===== src/gsw_pkg.sv =====
// constants shared by the port block: register map, field layout,
// reset values, drive encodings and wake timing.
// assumes a 100 MHz system clock and an 8-bit processor i/o space.
package gsw_pkg;

    // i/o space offsets; port n data sits at data base + n
    localparam logic [7:0] GSW_OFF_PDATA0 = 8'h00;
    localparam logic [7:0] GSW_OFF_PDATA3 = 8'h03;
    localparam logic [7:0] GSW_OFF_PIE0 = 8'h04;
    localparam logic [7:0] GSW_OFF_CFG = 8'h08;
    localparam logic [7:0] GSW_OFF_GIE = 8'h20;
    localparam logic [7:0] GSW_OFF_PSC = 8'hff;

    // field positions
    localparam int GSW_GIE_GPIO_BIT = 6;
    localparam int GSW_PSC_RUN_BIT = 0;
    localparam int GSW_PSC_SENSE_BIT = 2;
    localparam int GSW_PSC_SUSP_BIT = 3;

    // values after reset
    localparam logic [7:0] GSW_PDATA_RST = 8'hff;
    localparam logic [7:0] GSW_CFG_RST = 8'h00;
    localparam logic [7:0] GSW_PIE_RST = 8'h00;
    localparam logic [7:0] GSW_GIE_RST = 8'h00;
    localparam logic [7:0] GSW_RUN_RST = 8'h01;
    localparam logic [7:0] GSW_RD_UNMAPPED = 8'h00;

    // per-port drive configuration codes
    localparam logic [1:0] GSW_CFG_OD_RISE = 2'h0;
    localparam logic [1:0] GSW_CFG_OD_FALL = 2'h1;
    localparam logic [1:0] GSW_CFG_CMOS = 2'h2;
    localparam logic [1:0] GSW_CFG_RESIST = 2'h3;

    // wake settle time after the oscillator is stable
    localparam int GSW_CLK_PERIOD_NS = 10;
    localparam int GSW_T_SETTLE_NS = 1000000;
    localparam int GSW_SETTLE_CYC = GSW_T_SETTLE_NS / GSW_CLK_PERIOD_NS;

    // suspend / wake sequence, gray coded along the usual path
    typedef enum logic [1:0] {
        GSW_ST_RUN = 2'h0,
        GSW_ST_SUSP = 2'h1,
        GSW_ST_OSC = 2'h3,
        GSW_ST_SETTLE = 2'h2
    } gsw_wake_t;

endpackage


===== src/gsw_gpio_top.sv =====
// general-purpose port block with pin interrupts and suspend / wake.
// assumes a processor i/o space port (address, read and write strobes)
// and external pads that resolve drive, output enable and pull-up.
`timescale 1ns/10ps
module gsw_gpio_top
    import gsw_pkg::*;
#(
    parameter int NPORT = 4,
    parameter int SETTLE_CYC = GSW_SETTLE_CYC
) (
    // clock and reset
    input wire logic i_clk_sys,
    input wire logic i_rst_n,
    // processor i/o space
    input wire logic [7:0] i_io_addr,
    input wire logic i_io_wr,
    input wire logic i_io_rd,
    input wire logic [7:0] i_io_wdata,
    output logic [7:0] o_io_rdata,
    // pads
    input wire logic [8*NPORT-1:0] i_pin_in,
    output logic [8*NPORT-1:0] o_pin_out,
    output logic [8*NPORT-1:0] o_pin_oe_n,
    output logic [8*NPORT-1:0] o_pin_pullup,
    // parallel host mode read path
    input wire logic [NPORT-1:0] i_phm_en,
    input wire logic [8*NPORT-1:0] i_phm_latch,
    // core status and interrupt
    input wire logic i_irq_sense,
    input wire logic i_irq_ack,
    input wire logic i_instr_done,
    output logic o_gpio_irq,
    // suspend and wake
    input wire logic i_usb_activity,
    input wire logic i_osc_stable,
    output logic o_suspended,
    output logic o_osc_en,
    output logic o_ready
);

    localparam int NPIN = 8 * NPORT;

    // registers
    logic [7:0] pdata_reg [NPORT];
    logic [7:0] pie_reg [NPORT];
    logic [7:0] cfg_reg;
    logic [7:0] gie_reg;
    logic run_reg;
    logic [NPIN-1:0] pend_reg;
    logic [7:0] rdata_reg;
    logic [NPIN-1:0] out_reg;
    logic [NPIN-1:0] oe_n_reg;
    logic [NPIN-1:0] pull_reg;
    logic irq_reg;
    logic susp_reg;
    logic osc_reg;
    logic ready_reg;

    // combinational
    logic [NPIN-1:0] level;
    logic [NPIN-1:0] rise;
    logic [NPIN-1:0] fall;
    logic [NPIN-1:0] hit;
    logic [NPIN-1:0] out_next;
    logic [NPIN-1:0] oe_n_next;
    logic [NPIN-1:0] pull_next;
    logic [7:0] rdata_next;
    logic gpio_en;
    logic running;
    logic wr_ok;
    logic suspend_req;
    logic wake;
    logic defer;
    gsw_wake_t wake_state;

    gsw_pin_sync #(
        .W(NPIN)
    ) u_sync (
        .i_clk_sys(i_clk_sys),
        .i_rst_n(i_rst_n),
        .i_pin(i_pin_in),
        .o_level(level),
        .o_rise(rise),
        .o_fall(fall)
    );

    assign running = (wake_state == GSW_ST_RUN);
    // register writes are part of the logic that stops in suspend
    assign wr_ok = i_io_wr && running;
    assign gpio_en = gie_reg[GSW_GIE_GPIO_BIT];
    assign suspend_req = wr_ok && (i_io_addr == GSW_OFF_PSC)
        && i_io_wdata[GSW_PSC_SUSP_BIT];

    // per-pin drive and edge qualification
    for (genvar p = 0; p < NPIN; p++) begin : g_pin
        localparam int PORT = p / 8;
        logic [1:0] cfg;
        logic d;
        assign cfg = cfg_reg[2*PORT +: 2];
        assign d = pdata_reg[PORT][p % 8];

        always_comb begin
            out_next[p] = 1'b0;
            oe_n_next[p] = 1'b1;
            pull_next[p] = 1'b0;
            if (!d) begin
                oe_n_next[p] = 1'b0;
            end else if (cfg == GSW_CFG_CMOS) begin
                out_next[p] = 1'b1;
                oe_n_next[p] = 1'b0;
            end else if (cfg == GSW_CFG_RESIST) begin
                pull_next[p] = 1'b1;
            end
        end

        // data one and a non push-pull port arm the pin; polarity is
        // rising only for the plain open-drain code
        always_comb begin
            hit[p] = 1'b0;
            if (d && cfg != GSW_CFG_CMOS && pie_reg[PORT][p % 8]) begin
                if (cfg == GSW_CFG_OD_RISE) begin
                    hit[p] = rise[p];
                end else begin
                    hit[p] = fall[p];
                end
            end
        end
    end

    // wake on an enabled pin event or usb traffic
    assign wake = i_usb_activity
        || ((|hit) && gpio_en && i_irq_sense);

    gsw_wake_ctl #(
        .SETTLE_CYC(SETTLE_CYC)
    ) u_wake (
        .i_clk_sys(i_clk_sys),
        .i_rst_n(i_rst_n),
        .i_suspend_req(suspend_req),
        .i_run_bit(run_reg),
        .i_wake(wake),
        .i_osc_stable(i_osc_stable),
        .i_instr_done(i_instr_done),
        .o_state(wake_state),
        .o_defer(defer)
    );

    // port data and enables
    always_ff @(posedge i_clk_sys or negedge i_rst_n) begin
        if (!i_rst_n) begin
            for (int n = 0; n < NPORT; n++) begin
                pdata_reg[n] <= GSW_PDATA_RST;
                pie_reg[n] <= GSW_PIE_RST;
            end
        end else if (wr_ok) begin
            for (int n = 0; n < NPORT; n++) begin
                if (i_io_addr == GSW_OFF_PDATA0 + 8'(n)) begin
                    pdata_reg[n] <= i_io_wdata;
                end
                if (i_io_addr == GSW_OFF_PIE0 + 8'(n)) begin
                    pie_reg[n] <= i_io_wdata;
                end
            end
        end
    end

    // port configuration
    always_ff @(posedge i_clk_sys or negedge i_rst_n) begin
        if (!i_rst_n) begin
            cfg_reg <= GSW_CFG_RST;
        end else if (wr_ok && i_io_addr == GSW_OFF_CFG) begin
            cfg_reg <= i_io_wdata;
        end
    end

    // global enables and run bit
    always_ff @(posedge i_clk_sys or negedge i_rst_n) begin
        if (!i_rst_n) begin
            gie_reg <= GSW_GIE_RST;
            run_reg <= GSW_RUN_RST[0];
        end else if (wr_ok) begin
            if (i_io_addr == GSW_OFF_GIE) begin
                gie_reg <= i_io_wdata;
            end
            if (i_io_addr == GSW_OFF_PSC) begin
                run_reg <= i_io_wdata[GSW_PSC_RUN_BIT];
            end
        end
    end

    // pending edges; a new edge wins over a service clear. the pin
    // logic keeps running in suspend so the wake edge is kept too
    always_ff @(posedge i_clk_sys or negedge i_rst_n) begin
        if (!i_rst_n) begin
            pend_reg <= '0;
        end else if (i_irq_ack) begin
            pend_reg <= hit;
        end else begin
            pend_reg <= pend_reg | hit;
        end
    end

    // interrupt line, held off while waking and until the first
    // instruction after wake has retired
    always_ff @(posedge i_clk_sys or negedge i_rst_n) begin
        if (!i_rst_n) begin
            irq_reg <= 1'b0;
        end else begin
            irq_reg <= (|pend_reg) && gpio_en && i_irq_sense
                && running && !defer;
        end
    end

    // read path
    always_comb begin
        rdata_next = GSW_RD_UNMAPPED;
        for (int n = 0; n < NPORT; n++) begin
            if (i_io_addr == GSW_OFF_PDATA0 + 8'(n)) begin
                if (i_phm_en[n]) begin
                    rdata_next = i_phm_latch[8*n +: 8];
                end else begin
                    rdata_next = level[8*n +: 8];
                end
            end
            if (i_io_addr == GSW_OFF_PIE0 + 8'(n)) begin
                rdata_next = pie_reg[n];
            end
        end
        if (i_io_addr == GSW_OFF_CFG) begin
            rdata_next = cfg_reg;
        end
        if (i_io_addr == GSW_OFF_GIE) begin
            rdata_next = gie_reg;
        end
        if (i_io_addr == GSW_OFF_PSC) begin
            rdata_next = GSW_RD_UNMAPPED;
            rdata_next[GSW_PSC_RUN_BIT] = run_reg;
            rdata_next[GSW_PSC_SENSE_BIT] = i_irq_sense;
            rdata_next[GSW_PSC_SUSP_BIT] = !running;
        end
    end

    always_ff @(posedge i_clk_sys or negedge i_rst_n) begin
        if (!i_rst_n) begin
            rdata_reg <= GSW_RD_UNMAPPED;
        end else if (i_io_rd && running) begin
            rdata_reg <= rdata_next;
        end
    end

    // pad drive, registered so the pads see no decode glitches
    always_ff @(posedge i_clk_sys or negedge i_rst_n) begin
        if (!i_rst_n) begin
            out_reg <= '0;
            oe_n_reg <= '1;
            pull_reg <= '0;
        end else begin
            out_reg <= out_next;
            oe_n_reg <= oe_n_next;
            pull_reg <= pull_next;
        end
    end

    // power state
    always_ff @(posedge i_clk_sys or negedge i_rst_n) begin
        if (!i_rst_n) begin
            susp_reg <= 1'b0;
            osc_reg <= 1'b1;
            ready_reg <= 1'b1;
        end else begin
            susp_reg <= (wake_state == GSW_ST_SUSP);
            osc_reg <= (wake_state != GSW_ST_SUSP);
            ready_reg <= running;
        end
    end

    assign o_io_rdata = rdata_reg;
    assign o_pin_out = out_reg;
    assign o_pin_oe_n = oe_n_reg;
    assign o_pin_pullup = pull_reg;
    assign o_gpio_irq = irq_reg;
    assign o_suspended = susp_reg;
    assign o_osc_en = osc_reg;
    assign o_ready = ready_reg;

endmodule


===== src/gsw_pin_sync.sv =====
// two-stage synchroniser and edge detector for a bank of pins.
// assumes pin levels may change at any time relative to the clock.
`timescale 1ns/10ps
module gsw_pin_sync #(
    parameter int W = 32
) (
    // clock and reset
    input wire logic i_clk_sys,
    input wire logic i_rst_n,
    // raw pins in
    input wire logic [W-1:0] i_pin,
    // synchronised level and edges
    output logic [W-1:0] o_level,
    output logic [W-1:0] o_rise,
    output logic [W-1:0] o_fall
);

    logic [W-1:0] meta_reg;
    logic [W-1:0] sync_reg;
    logic [W-1:0] prev_reg;

    // reset to ones: pins float high through the reset state
    always_ff @(posedge i_clk_sys or negedge i_rst_n) begin
        if (!i_rst_n) begin
            meta_reg <= '1;
            sync_reg <= '1;
            prev_reg <= '1;
        end else begin
            meta_reg <= i_pin;
            sync_reg <= meta_reg;
            prev_reg <= sync_reg;
        end
    end

    assign o_level = sync_reg;
    assign o_rise = sync_reg & ~prev_reg;
    assign o_fall = ~sync_reg & prev_reg;

endmodule


===== src/gsw_wake_ctl.sv =====
// suspend and wake sequencer: holds the part stopped until a wake
// event, restarts the oscillator, waits the settle time, then holds
// interrupts off until the first instruction after wake has retired.
// assumes the core reports retirement with a one-cycle pulse.
`timescale 1ns/10ps
module gsw_wake_ctl
    import gsw_pkg::*;
#(
    parameter int SETTLE_CYC = GSW_SETTLE_CYC
) (
    // clock and reset
    input wire logic i_clk_sys,
    input wire logic i_rst_n,
    // requests and events
    input wire logic i_suspend_req,
    input wire logic i_run_bit,
    input wire logic i_wake,
    input wire logic i_osc_stable,
    input wire logic i_instr_done,
    // state
    output gsw_wake_t o_state,
    output logic o_defer
);

    gsw_wake_t state_reg;
    logic [$clog2(SETTLE_CYC+1)-1:0] cnt_reg;
    logic defer_reg;
    logic settle_done;

    assign settle_done = (cnt_reg == ($bits(cnt_reg))'(SETTLE_CYC - 1));

    always_ff @(posedge i_clk_sys or negedge i_rst_n) begin
        if (!i_rst_n) begin
            state_reg <= GSW_ST_RUN;
        end else begin
            unique case (state_reg)
                GSW_ST_RUN: begin
                    if (i_suspend_req) begin
                        state_reg <= GSW_ST_SUSP;
                    end
                end
                GSW_ST_SUSP: begin
                    // without the run bit the part never resumes
                    if (i_wake && i_run_bit) begin
                        state_reg <= GSW_ST_OSC;
                    end
                end
                GSW_ST_OSC: begin
                    if (i_osc_stable) begin
                        state_reg <= GSW_ST_SETTLE;
                    end
                end
                GSW_ST_SETTLE: begin
                    if (settle_done) begin
                        state_reg <= GSW_ST_RUN;
                    end
                end
            endcase
        end
    end

    always_ff @(posedge i_clk_sys or negedge i_rst_n) begin
        if (!i_rst_n) begin
            cnt_reg <= '0;
        end else if (state_reg == GSW_ST_SETTLE) begin
            cnt_reg <= cnt_reg + 1'b1;
        end else begin
            cnt_reg <= '0;
        end
    end

    // interrupts wait for the first instruction retired after wake
    always_ff @(posedge i_clk_sys or negedge i_rst_n) begin
        if (!i_rst_n) begin
            defer_reg <= 1'b0;
        end else if (state_reg == GSW_ST_SETTLE && settle_done) begin
            defer_reg <= 1'b1;
        end else if (state_reg == GSW_ST_RUN && i_instr_done) begin
            defer_reg <= 1'b0;
        end
    end

    assign o_state = state_reg;
    assign o_defer = defer_reg;

endmodule


===== config.mk =====
export PLATFORM = sky130hd
export DESIGN_NAME = gsw_gpio_top
export DESIGN_NICKNAME = d
export VERILOG_FILES = /design/src/gsw_pkg.sv /design/src/gsw_gpio_top.sv /design/src/gsw_pin_sync.sv /design/src/gsw_wake_ctl.sv
export SDC_FILE = /design/constraint.sdc
export NUM_CORES = 1
export LEC_CHECK = 0
export ABC_AREA = 1
export BUFFER_PORTS_ARGS = -buffer_cell sky130_fd_sc_hd__buf_2
export CAP_MARGIN = 20
export CORE_ASPECT_RATIO = 1.25
export CORE_UTILIZATION = 55
export DETAILED_ROUTE_END_ITERATION = 8
export HOLD_SLACK_MARGIN = 0.1
export PLACE_DENSITY = 0.74
export SLEW_MARGIN = 25
export SYNTH_ARGS = -nofsm -noshare
export SYNTH_HDL_FRONTEND = slang
export SYNTH_HIERARCHICAL = 1
export SYNTH_SLANG_ARGS = --single-unit

===== constraint.sdc =====
create_clock -name i_clk_sys -period 2.8 [get_ports i_clk_sys]
set_input_delay 0.84 -clock i_clk_sys [delete_from_list [all_inputs] [get_ports i_clk_sys]]
set_output_delay 0.84 -clock i_clk_sys [all_outputs]
set_load 0.05 [all_outputs]

======== After elaboration in Yosys (flattened, before gate mapping) ========
Index checks and enable logic that the tools add are counted.
cells by class
  multiplexer cells ....................... 200
  divide/modulo/power cells ............... 0
  reduce and logical (&&, ||, !) cells .... 101
  shift operators ......................... 0
  $add $sub $neg .......................... 1
  order comparisons ....................... 0
  bitwise gates (word level) .............. 5
  equality and inequality tests ........... 31
  multipliers ............................. 0
operator list
  operator               number
  $mux 1                 178
  $mux 8                 15
  $logic_and 1x1->1      78
  $and 32x32->32         2
  $not 32->32            2
  $reduce_or 32->1       2
  $eq 8x3->1 const B     4
  $mux 32                1
  $or 32x32->32          1
  $eq 2x2->1 const B     10
  $reduce_and 2->1       10
  $add 17x1->17 const B  1
  $eq 17x17->1 const B   1
  $mux 17                1
  $eq 8x2->1 const B     2
  $logic_not 2->1        5
  $ne 2x2->1 const B     5
  $eq 8x1->1 const B     1
  $eq 8x4->1 const B     1
  $eq 8x6->1 const B     1
  $eq 8x8->1 const B     1
  $logic_not 8->1        1
  $mux 2                 4
  $ne 2x1->1 const B     4
  6 further kinds        7
word-level totals
  register bits ........................... 337
  bits in read-only memories .............. 0
  input port bits ......................... 93
  memories kept ........................... 0
  bits in latches ......................... 0
  bits in writable memories ............... 0

======== Depth between registers and ports, before layout ========
Gate-level depths: netlist of the first run.
  word-level depth ........................ 12
  gate-level depth with buffers ........... 17
  depth with buffers taken out ............ 16

======== Cells and area by module ========
The synthesis of the first run kept the hierarchy.
by module, submodules not included
  module        sequential area each (um^2)  cells an instance  area each (um^2)  instances
  gsw_gpio_top  5614.1                       1092               9565.4            1
  gsw_pin_sync  2522.4                       224                3002.9            1
  gsw_wake_ctl  500.5                        145                1131.1            1

======== Worst setup path before layout of the first run ========
Ideal clock, no wire load.
  kind .................................... input to register
  from .................................... input port i_phm_en[1]
  to ...................................... register rdata_reg[0] (netlist: o_io_rdata[0])
  data arrival time ....................... 1.922 ns
  buffers on the path ..................... 1
  stages .................................. 8
  slack ................................... 0.759 ns
  cell sequence ........................... clkbuf_1 -> mux2_2 -> a21oi_1 -> nand4_1 -> nand2_1 -> nand3_1 -> nand2_1 -> nand2_1
between the ends
  longest elaborated chain between the ends .. 10
RTL lines
  item                  line                 source
  from (decl)           gsw_gpio_top.sv:26   input wire logic [NPORT-1:0] i_phm_en,
  $mux 8                gsw_gpio_top.sv:219  if (i_phm_en[n]) begin
  $mux 8                gsw_gpio_top.sv:218  if (i_io_addr == GSW_OFF_PDATA0 + 8'(n)) begin
  $mux 8                gsw_gpio_top.sv:225  if (i_io_addr == GSW_OFF_PIE0 + 8'(n)) begin
  $mux 8                gsw_gpio_top.sv:218
  $mux 8                gsw_gpio_top.sv:225
  $mux 8                gsw_gpio_top.sv:218
  $mux 8                gsw_gpio_top.sv:225
  $mux 8                gsw_gpio_top.sv:229  if (i_io_addr == GSW_OFF_CFG) begin
  $mux 8                gsw_gpio_top.sv:232  if (i_io_addr == GSW_OFF_GIE) begin
  $mux 8                gsw_gpio_top.sv:235  if (i_io_addr == GSW_OFF_PSC) begin
  to (signal assigned)  gsw_gpio_top.sv:247  rdata_reg <= rdata_next;
  to (decl)             gsw_gpio_top.sv:50   logic [7:0] rdata_reg;
Every way passes these cells.
A chain may end at the register's enable or synchronous reset.

======== Worst setup path after layout of the first run ========
  from .................................... register cfg_reg[5]
  to ...................................... register u_wake.state_reg[0] (netlist: u_wake/o_state[0])
between the ends
  longest elaborated chain between the ends .. 11
  elaborated cells on any way between the ends .. 41
  classes of those cells .................. eq/ne: 2; mux: 16; reduce/logical: 23
RTL lines
  item                               line                 source
  from (decl)                        gsw_gpio_top.sv:46   logic [7:0] cfg_reg;
  from (signal assigned)             gsw_gpio_top.sv:172  cfg_reg <= i_io_wdata;
  $ne 2x2->1                         gsw_gpio_top.sv:120  if (d && cfg != GSW_CFG_CMOS && pie_reg[PORT][p % 8]) begin
  $logic_and 1x1->1 (2 in series)    gsw_gpio_top.sv:120
  $mux 1                             gsw_gpio_top.sv:120
  $reduce_or 32->1 *                 gsw_gpio_top.sv:132  || ((|hit) && gpio_en && i_irq_sense);
  $logic_and 1x1->1 * (2 in series)  gsw_gpio_top.sv:132
  $logic_or 1x1->1 *                 gsw_gpio_top.sv:132
  named net wake                     gsw_gpio_top.sv:72   logic wake;
  $logic_and 1x1->1 *                gsw_wake_ctl.sv:44   if (i_wake && i_run_bit) begin
  $ne 2x1->1 (no line) *             -
  $reduce_and 4->1 (no line) *       -
  to (signal assigned)               gsw_wake_ctl.sv:45   state_reg <= GSW_ST_OSC;
  to (signal assigned)               gsw_wake_ctl.sv:50   state_reg <= GSW_ST_SETTLE;
  to (signal assigned)               gsw_wake_ctl.sv:55   state_reg <= GSW_ST_RUN;
  to (decl)                          gsw_wake_ctl.sv:25   gsw_wake_t state_reg;
Mark *: on every way through the listed nets, which the timed path passes. The rest lies on a longest branch.

==> summary.md, run 1 <==
| Metric | Value |
|---|---|
| Status | `finished, final reports clean` |
| Die H | `between 150 and 200 microns` |
| YS warnings | `6` |
| Initial core utilization | `0.559` |
| Worst r2r src | `cfg_reg[5]$_DFFE_PN0P_` |
| Fmax | `a little over 0.4 GHz` |
| Avg Cell Area, Syn | `between 9 and 10 sq um` |
| Clock-pin slew on the worst setup and hold paths | `about 60 ps` |
| #FFs+latches synth | `about 340` |
| Number of synthesized flops with an enable pin | `0` |
| Cell Rows | `64` |
| CTS Root Cell | `clkbuf_16` |
| Worst hold path class | `in2async` |
| Static Leak | `roughly 0.008 uW` |
| CTS Hold Bufs | `0` |
| CP max FO | `7` |
| Worst slew pin tran | `roughly 760 ps` |
| Worst setup EP type | `flip-flop` |
| Diode count | `0` |
| DRT Pass-1 Iters | `5` |
| Layout Skew | `around 10 ps` |
| Kind of critical path | `reg2reg` |
| DR WL/cell | `between 15 and 20 microns` |
| Reg2reg path depth | `14` |
| Port Buffers | `200` |
| GPL Wtd Cong | `0.921` |
| GRT Residual Overflow | `0` |
| Final WL | `between 30000 and 40000 microns` |
| Placed Area | `15200 sq um` |
| Synth Instances | `~1.5k` |
| Core ar. | `~25000 sq um` |
| Setup repair bufs after CTS | `0` |
| Maximum vdd drop | `roughly 0.5 mV` |
| Seq/Total Area, Yosys | `0.630` |
| Post-CTS sizing | `0` |
| Register Area | `approximately 8600 sq um` |
| Antenna viol nets, final | `0` |
| Post-synth top area share | `0.318` |
| CTS HTree Levels | `2` |
| Max_slew headroom | `0.494` |
| Share of cells above drive strength 1 | `0.297` |
| Startpoint Class | `flip-flop` |
| Fin crit period | `about 2400 ps` |
| Synth unique cells | `43` |
| Clk_lat worst skew | `between 500 and 600 ps` |
| Vias | `between 10k and 15k` |
| First-pass GRT wire length | `53200 microns` |
| Initial antenna violation count | `1` |
| Top FF cell, synth | `dfrtp_1` |
| Hold Vio Cnt, Final | `0` |
| Number of global-route vias before repair | `around 10k` |
| Post-Syn Area | `between 10000 and 15000 sq um` |
| Sum Neg Setup Slack | `0 ps` |
| Worst Hold Slack | `280 ps` |
| Place WS | `341 ps` |
| Die area | `about 26000 sq um` |
| Area Growth Syn to Fin | `19.1%` |
| Final Core Density | `0.666` |
| 1st-iter DRT viols | `just under 700` |
| Post-route cell area | `between 15000 and 20000 sq um` |
| CTS tree | `built` |
| Final setup vio count | `0` |
| Reg2reg end | `u_wake/o_state[0]$_DFFE_PN0P_` |
| CTS Buf Count | `34` |
| Layout filler cell count | `about 2.0k` |
| Num ports | `roughly 200` |
| Crit path DAT | `2830 ps` |
| Largest net degree at the start of global routing | `just over 60` |
| Vias per Instance | `slightly above 5` |
| DRC Markers | `0` |
| RSZ-0062 raised after global routing | `no` |
| Total GRT Usage | `0.280` |
| Syn nets | `approximately 1.6k` |
| Max-cap violations | `0` |
| Final period utilization | `0.870` |
| Final worst slack | `363 ps` |
| Nets | `around 1.8k` |
| Clock sinks | `337` |
| Req. time, crit path | `between 3000 and 4000 ps` |
| Multi-input gate area | `4050 sq um` |
| Chip width | `approximately 140 microns` |
| Top cells by area, synth | `dfrtp_1 32%, dfstp_2 31%, nand2_1 8.2%, nor2_1 6.2%, inv_1 5.8%` |
| PwrDens | `roughly 660 nW/um^2` |
| CTS max path bufs | `3` |
| Largest area contributor in the netlist | `dfrtp_1` |
| Reg2reg setup slack | `approximately 360 ps` |
| DP Wirelength | `24900 microns` |
| Fin. max-slew vios | `0` |
| Asr flop ratio synth | `1.00` |
-- per-stage QoR --
stage | instances | total power, uW
after global placement | 1980 | 6340
after global routing | 2041 | 11200
after floorplan | 1461 | 5930
after detailed placement | 1980 | 6360
final | 2041 | 10800
after CTS | 2041 | 10900
-- critical path: stages (launching register included) --
cell       delay [ps]
dfrtp_1           410
nor2_1            520
nand2_1           100
o2111ai_1         130
nand2_1           100
nor2_1            180
nand2_1            70
nor2_1            180
nand2_1           150
nand2_1            80
nand2_1            50
nand3_1            80
nand2_1            80
o211ai_1           90
nand2_1            80
-- report_power, final --
group | switching (uW) | internal, uW | total [uW] | leakage (uW)
registers | 150 | 5150 | 5300 | 0.00412
clock network | 1830 | 2720 | 4550 | 0.000558
logic | 729 | 264 | 993 | 0.00349
total | 2710 | 8140 | 10800 | 0.00817
-- cell usage in the layout, fill, tap and decap left out, types with 11 or more instances in the layout --
| cell | instances |
|---|---|
| dfrtp_1 | 174 |
| buf_4 | 16 |
| nand2_1 | 300 |
| nand3_1 | 45 |
| inv_2 | 11 |
| dfstp_2 | 163 |
| o21ai_1 | 13 |
| buf_2 | 199 |
| o21ai_0 | 132 |
| clkbuf_16 | 35 |
| nand4_1 | 22 |
| inv_1 | 212 |
| nand2_2 | 13 |
| a21oi_1 | 24 |
| nor2_1 | 228 |
| o2111ai_1 | 11 |
-- area by class of cell --
type                            instances  share of cell area
Tap cell                              330              0.0253
Clock inverter                         12             0.00912
Multi-Input combinational cell        864               0.248
Clock buffer                           49              0.0600
Sequential cell                       337               0.529
Inverter                              228              0.0530
Timing Repair Buffer                  221              0.0754
-- kinds of logic after synthesis --
group | share of synthesized area
multiplexers | 0.0102
AND/OR/NAND/NOR | 0.203
AO/OA/AOI/OAI | 0.0794
flip-flops | 0.630
buffers and inverters | 0.0745
XOR/XNOR | 0.00192
adder cells (fa/ha/maj) | 0.000913
-- worst max-delay path by stage --
stage | from | end | cells past startpoint
2_1_floorplan | i_phm_en[1] | o_io_rdata[0]$_DFFE_PN0P_ | 8
3_3_place_gp | i_io_addr[3] | o_io_rdata[5]$_DFFE_PN0P_ | 14
3_5_place_dp | i_io_addr[3] | o_io_rdata[1]$_DFFE_PN0P_ | 14
4_1_cts | cfg_reg[5]$_DFFE_PN0P_ | u_wake/o_state[0]$_DFFE_PN0P_ | 14
5_1_grt | cfg_reg[1]$_DFFE_PN0P_ | u_wake/o_state[0]$_DFFE_PN0P_ | 14
6_report | cfg_reg[5]$_DFFE_PN0P_ | u_wake/o_state[0]$_DFFE_PN0P_ | 14
-- synth_stat cells (6+ instances only) --
cell type,count
clkbuf_1,13
nand2_1,300
a21oi_1,24
dfrtp_1,174
inv_1,212
inv_2,11
nor2_1,228
o21ai_1,13
o21ai_2,8
o21ai_0,132
o2111ai_1,11
buf_2,14
dfstp_2,163
nor2_2,9
o211ai_1,6
nand2_2,13
mux2_2,8
nand4_1,22
nand3_1,45
-- routing by layer --
layer,track usage,up-vias,part of all wire
met5,0,-,0.00032
met4,0.122,2,0.041
met3,0.0483,85,0.070
met2,0.445,423,0.46
met1,0.378,4972,0.43
li1,-,4998,-
No activity file was read; power rests on OpenSTA's default activity.
==> run 2: changes to the inputs <==
SYNTH_HIERARCHICAL = default   (was 1)
==> run 2 against run 1 <==
- critical path depth is the same
- highest routed layer is now met4
- worst setup slack gained 32 ps
- first-iteration DRC count grew 6.6%
- sequential power is essentially flat
- maximum frequency grew 1.3%
- core utilization grew 0.28 points
- design area is essentially flat
- die area shrank 0.17%
==> summary.md, run 2 <==
| Metric | Value |
|---|---|
| Final period utilization | `0.859 (-0.0114)` |
| CP dominant cell by count | `nand2_1` |
| Area Growth Syn to Fin | `19.4%` |
| Antenna viol nets, final | `0 (unchanged)` |
| Worst Hold Slack | `256 ps (-23.2 ps)` |
| Switching pwr | `2820 uW (+4.4%)` |
| Number of global-route vias before repair | `10.4k (+3.6%)` |
| Initial core utilization | `0.560 (+0.000860)` |
| Reg2reg path depth | `14 (unchanged)` |
| Worst Setup SP | `cfg_reg[4]$_DFFE_PN0P_` |
| Most common cell after layout, fill and taps aside | `nand2_1` |
| Top FF cell, synth | `dfrtp_1` |
| CTS HTree Levels | `2 (unchanged)` |
| YS warnings | `0 (-6)` |
| First-pass GRT wire length | `54400 microns (+2.2%)` |
| GPL Wtd Cong | `0.923 (+0.24%)` |
| Fin. max-slew vios | `0 (unchanged)` |
| Switching share of power | `0.254 (+0.00390)` |
| Asr flop ratio synth | `1.00 (unchanged)` |
| Final WL | `35100 microns (+2.9%)` |
| Top cells by area, synth | `dfrtp_1 32%, dfstp_2 31%, nand2_1 11%, inv_1 6.4%, nor2_1 5.0%` |
| Synth unique cells | `42 (-2.3%)` |
| Req. time, crit path | `3180 ps (about the same)` |
| Die H | `178 microns (about the same)` |
| Maximum vdd drop | `0.443 mV (-12%)` |
| Kind of critical path | `reg2reg` |
| Post-synth top cells | `400 x nand2_1, 233 x inv_1, 183 x nor2_1` |
| Static Leak | `0.00824 uW (+0.94%)` |
| Comb power frac | `0.096 (+0.004)` |
| Post-Syn Area | `13700 sq um (-0.17%)` |
| 1st-iter DRT viols | `730 (+6.6%)` |
| Number of synthesized flops with an enable pin | `0 (unchanged)` |
| Fmax | `0.416 GHz (+1.3%)` |
| Num ports | `201 (unchanged)` |
| Port Buffers | `200 (unchanged)` |
| Startpoint Class | `flip-flop` |
| Total GRT Usage | `0.287 (+0.00707)` |
| Die area | `25500 sq um (-0.17%)` |
| Final setup vio count | `0 (unchanged)` |
| Worst setup EP type | `flip-flop` |
| Layout Skew | `15.7 ps (+5.37 ps)` |
| CTS tree | `built` |
| P_int | `8320 uW (+2.2%)` |
| Clock Power Share | `0.426 (+0.006)` |
| Worst r2r src | `cfg_reg[4]$_DFFE_PN0P_` |
| DRT Pass-1 Iters | `5 (unchanged)` |
| Pwr Total | `11100 uW (+2.8%)` |
| Vias | `10.7k (+2.3%)` |
| Commonest cells after routing, fill and taps aside | `400 x nand2_1, 233 x inv_1, 199 x buf_2, 183 x nor2_1, 174 x dfrtp_1` |
| CP max FO | `13 (+6)` |
| #FFs+latches synth | `337 (unchanged)` |
| Nets | `1811 (+1.7%)` |
| CTS Buf Count | `34 (unchanged)` |
| Initial antenna violation count | `2 (+1)` |
| Seq/Total Area, Yosys | `0.632 (+0.00110)` |
| Post-synth top area share | `0.318 (+0.000553)` |
| Layout filler cell count | `1966 (-0.10%)` |
| Clock-pin slew on the worst setup and hold paths | `60 ps (about the same)` |
| Share of cells above drive strength 1 | `0.281 (-0.0169)` |
| Post-CTS sizing | `0 (unchanged)` |
| Setup repair bufs after CTS | `0 (unchanged)` |
| Max-cap violations | `0 (unchanged)` |
| Count leader, synth | `nand2_1` |
| Max_slew headroom | `0.476 (-0.0179)` |
| Chip width | `143 microns (about the same)` |
| Clock sinks | `337 (unchanged)` |
| Sequential power share | `0.478 (-0.011)` |
| Reg2reg end | `u_wake.o_state[1]$_DFFE_PN0P_` |
| Synth Instances | `1490 (+2.0%)` |
| DP Wirelength | `25400 microns (+1.9%)` |
| PwrDens | `682 nW/um^2 (+2.7%)` |
| Hold Vio Cnt, Final | `0 (unchanged)` |
| CTS Root Cell | `clkbuf_16` |
| Core ar. | `24400 sq um (-0.33%)` |
| Crit-path cells | `inv_1, nand2_1, nand2_1, nor2_1, nand2_1, nand2_1, nor2_1, nand2_1, nor2_1, nand2_1, nand2_1, nand2_1, nand2_1, a2bb2oi_1` |
| Clk_lat worst skew | `510 ps (about the same)` |
| Largest net degree at the start of global routing | `65 (+4.8%)` |
| GRT Residual Overflow | `0 (unchanged)` |
| Vias per Instance | `5.17 (+0.70%)` |
| Reg2reg setup slack | `390 ps (+30 ps)` |
| DRC Markers | `0 (unchanged)` |
| Cell Rows | `64 (unchanged)` |
| RSZ-0062 raised after global routing | `no` |
| Crit path DAT | `2790 ps (-40 ps)` |
| Avg Cell Area, Syn | `9.18 sq um (-2.1%)` |
| Status | `finished, final reports clean` |
| Sum Neg Setup Slack | `0 ps (unchanged)` |
| Syn nets | `1584 (+1.9%)` |
| Worst slew pin tran | `785 ps (+26.9 ps)` |
| Worst hold path class | `in2async` |
| CTS max path bufs | `3 (unchanged)` |
| Fin crit period | `2410 ps (-32.0 ps)` |
| CTS Hold Bufs | `0 (unchanged)` |
| Max stage delay on crit path | `430 ps (-90 ps)` |
| Slowest CP cell | `dfrtp_1` |
| Largest area contributor in the netlist | `dfrtp_1` |
| DR WL/cell | `16.9 microns (+1.3%)` |
## run 2: cell types whose count changed in the layout (fill, tap and decap cells not counted), moves of 10 or more
cell,before,now
inv_1,212,233
nand2_1,300,400
nand3_1,45,35
o21ai_0,132,84
o2111ai_1,11,1
nor3_1,4,24
o21ai_1,13,47
nor2_1,228,183
## run 2: layout make-up
class / count / area (sq um) / share of cell area
multi-input combinational: 884 / 4000 / 0.245
tap: 330 / 413 / 0.0253
timing repair buffer: 214 / 1150 / 0.0706
clock buffer: 47 / 1070 / 0.0653
antenna: 1 / 2.50 / 0.000153
sequential: 337 / 8640 / 0.529
inverter: 246 / 926 / 0.0567
clock inverter: 15 / 139 / 0.00850
## run 2: cell families after synthesis
logic type | synth area share
multiplexers | 0.00549
flip-flops | 0.632
adder cells (fa/ha/maj) | 0.000915
AND/OR/NAND/NOR | 0.215
AO/OA/AOI/OAI | 0.0702
buffers and inverters | 0.0761
XOR/XNOR | 0.000641
## run 2: stage by stage
step / instances / setup WS (ps) / instance area (sq um) / utilization
2_1_floorplan: 1490 / 731 / 13700 / -
3_3_place_gp: 2011 / 184 / 15100 / 0.619
3_5_place_dp: 2011 / 222 / 15100 / 0.619
4_1_cts: 2073 / 416 / 16300 / 0.669
5_1_grt: 2074 / 233 / 16300 / 0.669
6_report: 2074 / 395 / 16300 / 0.669
## run 2: power groups by stage
| stage | Combinational (uW) | Sequential [uW] | Clock, uW |
|---|---|---|---|
| floorplan | 464 | 5530 | 0 |
| detailed placement | 1070 | 5400 | 0 |
| global route | 1180 | 5340 | 5000 |
| CTS | 1080 | 5320 | 4820 |
| global placement | 1060 | 5390 | 0 |
| finish | 1070 | 5320 | 4750 |
## run 2: worst max-delay path, delay by kind of cell, from the launching register on
family	cells	cell delay (ps)
AO/OA/AOI/OAI	1	60
buffers and inverters	1	190
flip-flops	1	430
AND/OR/NAND/NOR	12	1590
## run 2: worst max-delay path by stage
| stage | end | depth (start not counted) |
|---|---|---|
| 2_1_floorplan | o_io_rdata[0]$_DFFE_PN0P_ | 10 |
| 3_3_place_gp | o_io_rdata[5]$_DFFE_PN0P_ | 12 |
| 3_5_place_dp | o_io_rdata[5]$_DFFE_PN0P_ | 12 |
| 4_1_cts | u_wake.o_state[1]$_DFFE_PN0P_ | 14 |
| 5_1_grt | u_wake.o_state[1]$_DFFE_PN0P_ | 14 |
| 6_report | u_wake.o_state[1]$_DFFE_PN0P_ | 14 |
## run 2: routing by layer
metal	vias up	part of all wire	GRT usage
li1	5047	-	-
met1	5166	0.41	0.371
met2	415	0.49	0.471
met3	96	0.057	0.0411
met4	0	0.049	0.149
met5	-	0	0
